==> config.mk <==
export PLATFORM = sky130hd
export DESIGN_NAME = l2rq_qualifier
export DESIGN_NICKNAME = d
export VERILOG_FILES = /design/src/inc/l2rq_pkg.sv /design/src/rtl/l2rq_state_match.sv /design/src/rtl/l2rq_qualifier.sv
export SDC_FILE = /design/constraint.sdc
export NUM_CORES = 1
export LEC_CHECK = 0
export BUFFER_PORTS_ARGS = -buffer_cell sky130_fd_sc_hd__buf_2
export CAP_MARGIN = 20
export CORE_AREA = 8 8 45 47
export DETAILED_ROUTE_END_ITERATION = 10
export DIE_AREA = 0 0 53 55
export GPL_TIMING_DRIVEN = 0
export SLEW_MARGIN = 20
export SYNTH_ARGS = -nofsm -noshare
export SYNTH_HDL_FRONTEND = slang
export SYNTH_SLANG_ARGS = --single-unit
==> constraint.sdc <==
create_clock -name CLK_I -period 3.2 [get_ports CLK_I]
set_input_delay 0.16 -clock CLK_I [delete_from_list [all_inputs] [get_ports CLK_I]]
set_output_delay 0.16 -clock CLK_I [all_outputs]
set_load 0.02 [all_outputs]
==> src/inc/l2rq_pkg.sv <==
////////////////////////////////////////////////////////////////////////////////
package l2rq_pkg;

    // event numbers understood by the qualifier
    localparam logic [7:0] L2RQ_EVT_REFS  = 8'h24;  // l2_all_references
    localparam logic [7:0] L2RQ_EVT_DATA  = 8'h26;  // demand and prefetch data loads
    localparam logic [7:0] L2RQ_EVT_WRITE = 8'h27;  // store and locked ownership

    // unit-mask values with a meaning of their own
    localparam logic [7:0] L2RQ_UM_ALL      = 8'hFF;  // every request of the event
    localparam logic [7:0] L2RQ_UM_NONE     = 8'h00;  // selects nothing
    localparam logic [7:0] L2RQ_UM_LOW_ANY  = 8'h0F;  // demand / store, any state
    localparam logic [7:0] L2RQ_UM_HIGH_ANY = 8'hF0;  // prefetch / locked, any state
    localparam logic [7:0] L2RQ_UM_LOW_HIT  = 8'h0E;  // store ownership hit
    localparam logic [7:0] L2RQ_UM_HIGH_HIT = 8'hE0;  // locked ownership hit

    // field layout of the unit mask: two four-bit state nibbles
    localparam int L2RQ_NIB_W    = 4;  // one bit per line state
    localparam int L2RQ_LOW_POS  = 0;  // demand load / store ownership nibble
    localparam int L2RQ_HIGH_POS = 4;  // prefetch load / locked ownership nibble
    localparam int L2RQ_GROUPS   = 4;  // request groups with a state nibble

    // reset values of the output flops
    localparam logic L2RQ_INC_RST = 1'b0;
    localparam logic L2RQ_DEF_RST = 1'b0;

    // kind of request reported by the cache pipeline
    typedef enum logic [2:0] {
        L2RQ_K_IFETCH,      // code fetch or code prefetch
        L2RQ_K_L1D_MISS,    // first-level data demand miss
        L2RQ_K_L1D_PF,      // first-level data prefetch
        L2RQ_K_PF_READ,     // second-level prefetch read
        L2RQ_K_PF_OWN,      // second-level prefetch read_for_ownership
        L2RQ_K_STORE_OWN,   // demand store read_for_ownership
        L2RQ_K_LOCK_OWN,    // locked read_for_ownership
        L2RQ_K_OTHER        // any other second-level request
    } l2rq_kind_t;

    // coherency state of the addressed line, bit index in a nibble
    typedef enum logic [1:0] {
        L2RQ_S_INVALID,
        L2RQ_S_SHARED,
        L2RQ_S_EXCLUSIVE,
        L2RQ_S_MODIFIED
    } l2rq_line_t;

endpackage : l2rq_pkg

==> src/rtl/l2rq_state_match.sv <==
////////////////////////////////////////////////////////////////////////////////
// one request group: picks the line state out of a four-bit state nibble
module l2rq_state_match
    import l2rq_pkg::*;
(
    // group selection
    input  wire logic                            group_en_i,
    input  wire logic [l2rq_pkg::L2RQ_NIB_W-1:0] state_mask_i,
    // request line state
    input  wire l2rq_pkg::l2rq_line_t            line_state_i,
    // result
    output logic                                 hit_o
);
    import l2rq_pkg::*;

    logic [L2RQ_NIB_W-1:0] per_state;  // one term per coherency state

    ////////////////////////////////////////////////////////////////////////////
    // one selected mask bit against the decoded state
    for (genvar s = 0; s < L2RQ_NIB_W; s++) begin : g_state
        assign per_state[s] = state_mask_i[s] && (line_state_i == l2rq_line_t'(s));
    end

    // any selected state is enough
    assign hit_o = group_en_i && (|per_state);

endmodule : l2rq_state_match

==> src/rtl/l2rq_qualifier.sv <==
////////////////////////////////////////////////////////////////////////////////
////////////////////////////////////////////////////////////////////////////////
module l2rq_qualifier
    import l2rq_pkg::*;
(
    // clock and reset
    input  wire logic                 CLK_I,
    input  wire logic                 RST_N_I,
    // event selection from the counter control
    input  wire logic [7:0]           EVENT_SEL_I,
    input  wire logic [7:0]           UNIT_MASK_I,
    // request report from the cache pipeline
    input  wire logic                 REQ_VALID_I,
    input  wire l2rq_pkg::l2rq_kind_t REQ_KIND_I,
    input  wire l2rq_pkg::l2rq_line_t LINE_STATE_I,
    // to the counter
    output logic                      COUNT_INC_O,
    output logic                      SEL_DEFINED_O
);
    import l2rq_pkg::*;

    ////////////////////////////////////////////////////////////////////////////
    // declarations
    logic                   is_demand_ld;        // demand data load class
    logic                   is_prefetch_ld;      // prefetch data load class
    l2rq_line_t             eff_state;           // state as seen for counting
    logic [L2RQ_GROUPS-1:0] group_en;            // group enabled by event and kind
    logic [L2RQ_GROUPS-1:0] group_hit;           // group matched a selected state
    logic                   refs_sel;            // all-references selection
    logic                   defined_sel;         // selection is a known combination
    logic                   count_inc_reg;       // registered increment
    logic                   count_inc_next;      // next increment
    logic                   sel_defined_reg;     // registered selection status
    logic                   sel_defined_next;    // next selection status

    ////////////////////////////////////////////////////////////////////////////
    // request classification
    always_comb begin
        // both first-level miss and first-level prefetch are demand loads
        is_demand_ld   = (REQ_KIND_I == L2RQ_K_L1D_MISS) ||
                         (REQ_KIND_I == L2RQ_K_L1D_PF);
        // second-level prefetch reads and prefetch ownership are prefetch loads
        is_prefetch_ld = (REQ_KIND_I == L2RQ_K_PF_READ) ||
                         (REQ_KIND_I == L2RQ_K_PF_OWN);
        // a prefetch ownership on a shared line must fetch again: a miss
        if ((REQ_KIND_I == L2RQ_K_PF_OWN) && (LINE_STATE_I == L2RQ_S_SHARED)) begin
            eff_state = L2RQ_S_INVALID;
        end else begin
            eff_state = LINE_STATE_I;
        end
    end

    ////////////////////////////////////////////////////////////////////////////
    // group enables: event number picks the pair, kind picks the group
    always_comb begin
        group_en[0] = (EVENT_SEL_I == L2RQ_EVT_DATA)  && is_demand_ld;
        group_en[1] = (EVENT_SEL_I == L2RQ_EVT_DATA)  && is_prefetch_ld;
        // only demand store ownership; prefetch ownership never lands here
        group_en[2] = (EVENT_SEL_I == L2RQ_EVT_WRITE) &&
                      (REQ_KIND_I == L2RQ_K_STORE_OWN);
        group_en[3] = (EVENT_SEL_I == L2RQ_EVT_WRITE) &&
                      (REQ_KIND_I == L2RQ_K_LOCK_OWN);
    end

    ////////////////////////////////////////////////////////////////////////////
    // per-group state match, low nibble for even groups, high for odd
    for (genvar g = 0; g < L2RQ_GROUPS; g++) begin : g_group
        localparam int POS = (g % 2 == 0) ? L2RQ_LOW_POS : L2RQ_HIGH_POS;
        l2rq_state_match u_match (
            .group_en_i   (group_en[g]),
            .state_mask_i (UNIT_MASK_I[POS +: L2RQ_NIB_W]),
            .line_state_i (eff_state),
            .hit_o        (group_hit[g])
        );
    end

    ////////////////////////////////////////////////////////////////////////////
    // selection decode
    always_comb begin
        // every request, whatever its kind
        refs_sel    = (EVENT_SEL_I == L2RQ_EVT_REFS) && (UNIT_MASK_I == L2RQ_UM_ALL);
        // anything else leaves the counter still
        defined_sel = refs_sel ||
                      (((EVENT_SEL_I == L2RQ_EVT_DATA) || (EVENT_SEL_I == L2RQ_EVT_WRITE))
                       && (UNIT_MASK_I != L2RQ_UM_NONE));
    end

    ////////////////////////////////////////////////////////////////////////////
    // next output values
    always_comb begin
        sel_defined_next = defined_sel;
        if (!REQ_VALID_I) begin
            // no request, no increment
            count_inc_next = 1'b0;
        end else if (refs_sel) begin
            count_inc_next = 1'b1;
        end else begin
            // any selected group and state bit counts once
            count_inc_next = defined_sel && (|group_hit);
        end
    end

    ////////////////////////////////////////////////////////////////////////////
    // output registers
    always_ff @(posedge CLK_I) begin
        if (!RST_N_I) begin
            count_inc_reg   <= L2RQ_INC_RST;
            sel_defined_reg <= L2RQ_DEF_RST;
        end else begin
            count_inc_reg   <= count_inc_next;
            sel_defined_reg <= sel_defined_next;
        end
    end

    assign COUNT_INC_O   = count_inc_reg;
    assign SEL_DEFINED_O = sel_defined_reg;
endmodule : l2rq_qualifier

==> results.yml, run 1 <==
grt:
  antenna_found_initial: 0
  grt_remaining_overflow: 0
  grt_max_degree: 6
  groute.usage.overall: 0.07420
  first_global_vias: 425
  grt_first_pass_wirelength_microns: 1690
layout:
  antenna_cells_inserted: 0
  layout_common_cells: "buf_2, nand2_1"
  syn2layout_area_growth_pct: 62.33
  drive_above_1_share: 0.5323
  design.final.nets: 88
  mostFrequentLayoutCell: "buf_2"
power:
  combinational_group_share_of_total_power: 0.298
  power.share.sequential: 0.213
  p_int_mw: 0.08556
  powerDensity_nw_per_um2: 271.1
  p_leak_nw: 0.1958
  worst_ir_drop_vdd_v: 0.0001450
  power_frac_clock: 0.489
  switchingPower_mw: 0.03282
  sw_frac_of_total: 0.2772
synthesis:
  synth-seq-cells: 2
  synth_top_area_share: 0.1488
  yosysSeqAreaShare: 0.1488
  post_synth_design_cell_area_sq_um: 269.0
  synth_cells: 34
  synth_cell_types: 22
  synth_warnings: 0
  postSynthNetCount: 58
  synth_largest_area_cell: "dfxtp_1"
  synthesis.area_per_instance_sq_um: 7.912
  ys_top_cells_by_area: "dfxtp_1, mux2i_1, nand2_1"
floorplanning:
  rows: 14
  die_w_microns: 53
  fp.coreArea_sq_um: 1384
  design.portCount: 26
  floorplan.initialDensity: 0.1944
  die_height_microns: 55
  die_area_sq_um: 2915
worst_setup_path:
  cp-start-kind: "primary input"
  cp_data_arrival_time_ps: 1220
  worstPathRequired_ps: 3300
  critical_path.endpoint_type: "register"
  critPathKind: "in -> reg"
  cp-startpoint: "REQ_KIND_I[1]"
  crit_fanout: 5
timing:
  max_slew_margin: 0.7679
  final.setup.tns_ps: 0
  setup_viol: 0
  rsz0062_at_grt: "no"
  final_hold_violating_endpoints: 0
  timing.final.crit_share: 0.3497
  max_freq_mhz: 893.6
  fin_crit_ps: 1119
  tightestPinTransition_ps: 343.3
  finalMaxSlewViolations: 0
  timing.hold.ws_ps: 174.8
clocking:
  cts_made_buffers: 3
  clock-root-buffer: "clkbuf_4"
  path_clk_slew_ps: 30
  cts.path.max_buffers: 2
  postCtsResizedCells: 0
  cts-hold-fix-buffers: 0
  clkSinkCount: 2
  cts_post_setup_buffers_inserted: 0
  cts_tree: "built"
  cts_max_level: 1
routing:
  routed_wl_microns: 987
  num_vias: 399
  routedWlPerCell_microns: 12.65
  drt-vias-per-instance: 5.115
  drc_errors: 0
  drtAntennaViolNets: 0
  drt_first_pass_iters: 3
  drt_iter0_drcs: 1
placement:
  hpwlAfterDp_microns: 872.7
  gpl.final_weighted_congestion: 0.7231
  port_buffers: 25
outcome:
  run_status: "complete, no violations"
hold_path:
  hold_depth: 3
  min-delay-start: "RST_N_I"
  hold_path_class: "in -> reg"
run:
  max_cap_check_violation_count: 0
worst max-delay path, cell delays in order:
cell	delay [ps]
buf_2	130
or3b_4	420
and3_4	190
a211oi_2	200
o221ai_1	130
power groups by stage:
stage          clock (mW)  sequential, mW  combinational (mW)
2_1_floorplan           0          0.0256              0.0130
3_3_place_gp            0          0.0255              0.0346
3_5_place_dp            0          0.0255              0.0354
4_1_cts            0.0599          0.0252              0.0355
5_1_grt            0.0612          0.0252              0.0397
6_report           0.0579          0.0252              0.0353
cells in the mapped netlist, drive strengths merged:
cell and count:
and4b 1, nor2b 1, xnor2 1, and3 1, a211oi 1, nand2 5
o221ai 1, nand4b 1, a21oi 3, nand3b 1, nor2 1, mux2i 2
nor4 3, and4 1, or3b 1, nand4 3, a31o 1, o31ai 1
nor4b 1, dfxtp 2, nand3 1, o2111ai 1
cell type report:
type | count | area [sq um]
Clock buffer | 3 | 22.52
Fill cell | 159 | 947.2
Sequential cell | 2 | 40.04
Multi-Input combinational cell | 32 | 229.0
Tap cell | 16 | 20.02
Timing Repair Buffer | 25 | 125.1
metrics by stage:
stage | std cells | area, sq um | utilization | setup WS [ps] | power, mW
finish | 78 | 436.7 | 0.3156 | 2081 | 0.1184
global route | 78 | 436.7 | 0.3156 | 1976 | 0.1261
CTS | 78 | 436.7 | 0.3156 | 2078 | 0.1206
detailed placement | 75 | 414.1 | 0.2993 | 1834 | 0.06086
global placement | 75 | 414.1 | 0.2993 | 1838 | 0.06009
floorplan | 34 | 269.0 | - | 2048 | 0.03857
cells by family after synthesis:
group	Yosys count	synth area share
multiplexers	2	0.07442
AND/OR/NAND/NOR	21	0.5163
AO/OA/AOI/OAI	8	0.2279
flip-flops	2	0.1488
XOR/XNOR	1	0.03256
layer usage:
layer | routed length (microns) | part of all wire | track usage | vias to the layer above
met1 | 380 | 0.39 | 0.07110 | 183
li1 | - | - | - | 200
met5 | 0 | 0 | 0 | -
met4 | 19 | 0.019 | 0.03879 | 0
met2 | 534 | 0.54 | 0.1406 | 14
met3 | 53 | 0.054 | 0.02139 | 2
final timing paths:
check,endpoint,slack (ps)
worst max-delay path,COUNT_INC_O,2080
worst min-delay path,SEL_DEFINED_O,170
registers in the layout, summed over array words and instances, names as in the netlist:
signal	flops
SEL_DEFINED_O	1
COUNT_INC_O	1
Note: power is estimated with default switching activity, not from simulation.
==> run 2, diff against run 1 <==
clock period = 0.9 ns   (was 3.2 ns; I/O delays follow)
==> run 2 against run 1 <==
Net effect: the run now ends with setup timing left; total power grew to 3.6 times the previous value; sequential share of layout area fell by 0.77 points; global-route usage is 0.22 points lower; clock power rose to 3.4 times the previous value; sequential power rose to 3.6 times the previous value; utilization increased by 2.9 points; critical path type unchanged; non-clock buffer count did not move; clock-buffer cell count unchanged.
==> results.yml, run 2 (synthesized netlist as in run 1, its figures left out) <==
outcome:
  run_status: "finished with violations"
  violations: "setup timing"
floorplanning:
  design.portCount: 26
  floorplan.initialDensity: 0.1944
  fp.coreArea_sq_um: 1384
  rows: 14
  die_height_microns: 55
  die_area_sq_um: 2915
  die_w_microns: 53
power:
  p_leak_nw: 0.2103
  power_frac_clock: 0.460
  p_int_mw: 0.3167
  powerDensity_nw_per_um2: 900.9
  totalPowerFinal_mw: 0.4295
  worst_ir_drop_vdd_v: 0.0005380
  power.share.sequential: 0.209
  combinational_group_share_of_total_power: 0.332
  sw_frac_of_total: 0.2625
  switchingPower_mw: 0.1127
worst_setup_path:
  critPathKind: "in -> reg"
  cp-start-kind: "primary input"
  cp_data_arrival_time_ps: 1010
  crit_fanout: 5
  worstPathRequired_ps: 990
  critical_path.endpoint_type: "register"
clocking:
  cts.path.max_buffers: 2
  clock-root-buffer: "clkbuf_4"
  path_clk_slew_ps: 30
  clkSinkCount: 2
  cts_post_setup_buffers_inserted: 0
  cts_max_level: 1
  cts-hold-fix-buffers: 0
  cts_tree: "built"
  cts_made_buffers: 3
routing:
  routedWlPerCell_microns: 12.71
  drt_iter0_drcs: 9
  drt_first_pass_iters: 4
  drc_errors: 0
  routed_wl_microns: 991
  drt-vias-per-instance: 4.987
  drtAntennaViolNets: 0
  num_vias: 389
timing:
  final_hold_violating_endpoints: 0
  fin_crit_ps: 917.4
  setup_viol: 1
  final.setup.tns_ps: -17.39
  timing.final.crit_share: 1.019
  finalMaxSlewViolations: 0
  max_freq_mhz: 1090
  tightestPinTransition_ps: 331.9
  max_slew_margin: 0.7767
  timing.hold.ws_ps: 70.74
  setup_ws_ps: -17.39
  rsz0062_at_grt: "yes"
layout:
  design.final.nets: 88
  layout_common_cells: "buf_2, nand2_1"
  mostFrequentLayoutCell: "buf_2"
  finalNonFillerCells: 78
  drive_above_1_share: 0.5645
  layout.filler_cells: 160
  multi_input_gate_area_sq_um: 246.5
  antenna_cells_inserted: 0
  syn2layout_area_growth_pct: 77.21
  final-seq-area_sq_um: 40.04
  finalCoreUtilization: 0.3445
  postLayoutCellArea_sq_um: 476.7
hold_path:
  hold_path_class: "in -> reg"
placement:
  dpl-instance-area_sq_um: 414.1
  hpwlAfterDp_microns: 847.3
  gpl.final_weighted_congestion: 0.7339
  dp.cells: 75
  placement_setup_slack_ps: -373.3
  port_buffers: 25
grt:
  groute.usage.overall: 0.07201
  first_global_vias: 424
  grt_first_pass_wirelength_microns: 1642
  grt_remaining_overflow: 0
  grt_max_degree: 6
  antenna_found_initial: 0
run:
  max_cap_check_violation_count: 0
run 2: cell type report:
| cell class | count | share of cell area |
|---|---|---|
| clock buffers | 3 | 0.04724 |
| multi-input cells | 32 | 0.5171 |
| repair buffers | 25 | 0.3097 |
| well taps | 16 | 0.04199 |
| flip-flops and latches | 2 | 0.08399 |
run 2: per-layer routing:
layer | up-vias | share of wire | global-route usage
met2 | 18 | 0.49 | 0.1289
met5 | - | 0 | 0
met4 | 0 | 0 | 0.02586
li1 | 202 | - | -
met1 | 169 | 0.43 | 0.07564
met3 | 0 | 0.078 | 0.02674
run 2: critical path, cell delays in order:
cell and delay [ps]:
buf_8 100, or3b_4 410, and3_4 160, a211oi_2 140, o221ai_1 150
run 2: final timing paths:
check                      endpoint     startpoint  cells past startpoint
worst max-delay path    COUNT_INC_O  REQ_KIND_I[1]                      5
worst min-delay path  SEL_DEFINED_O        RST_N_I                      3
run 2: what timing repair did:
action,CTS,global route
setup endpoints to repair,1,1
gates resized for setup,8,1
endpoints found under the hold margin,0,0
pin swaps,4,1
run 2: power by group through the flow:
stage | clock (mW) | combinational (mW) | sequential [mW]
after floorplan | 0 | 0.0463 | 0.0909
after global placement | 0 | 0.123 | 0.0907
after detailed placement | 0 | 0.124 | 0.0907
after CTS | 0.206 | 0.142 | 0.0896
after global routing | 0.211 | 0.157 | 0.0895
final | 0.197 | 0.143 | 0.0896
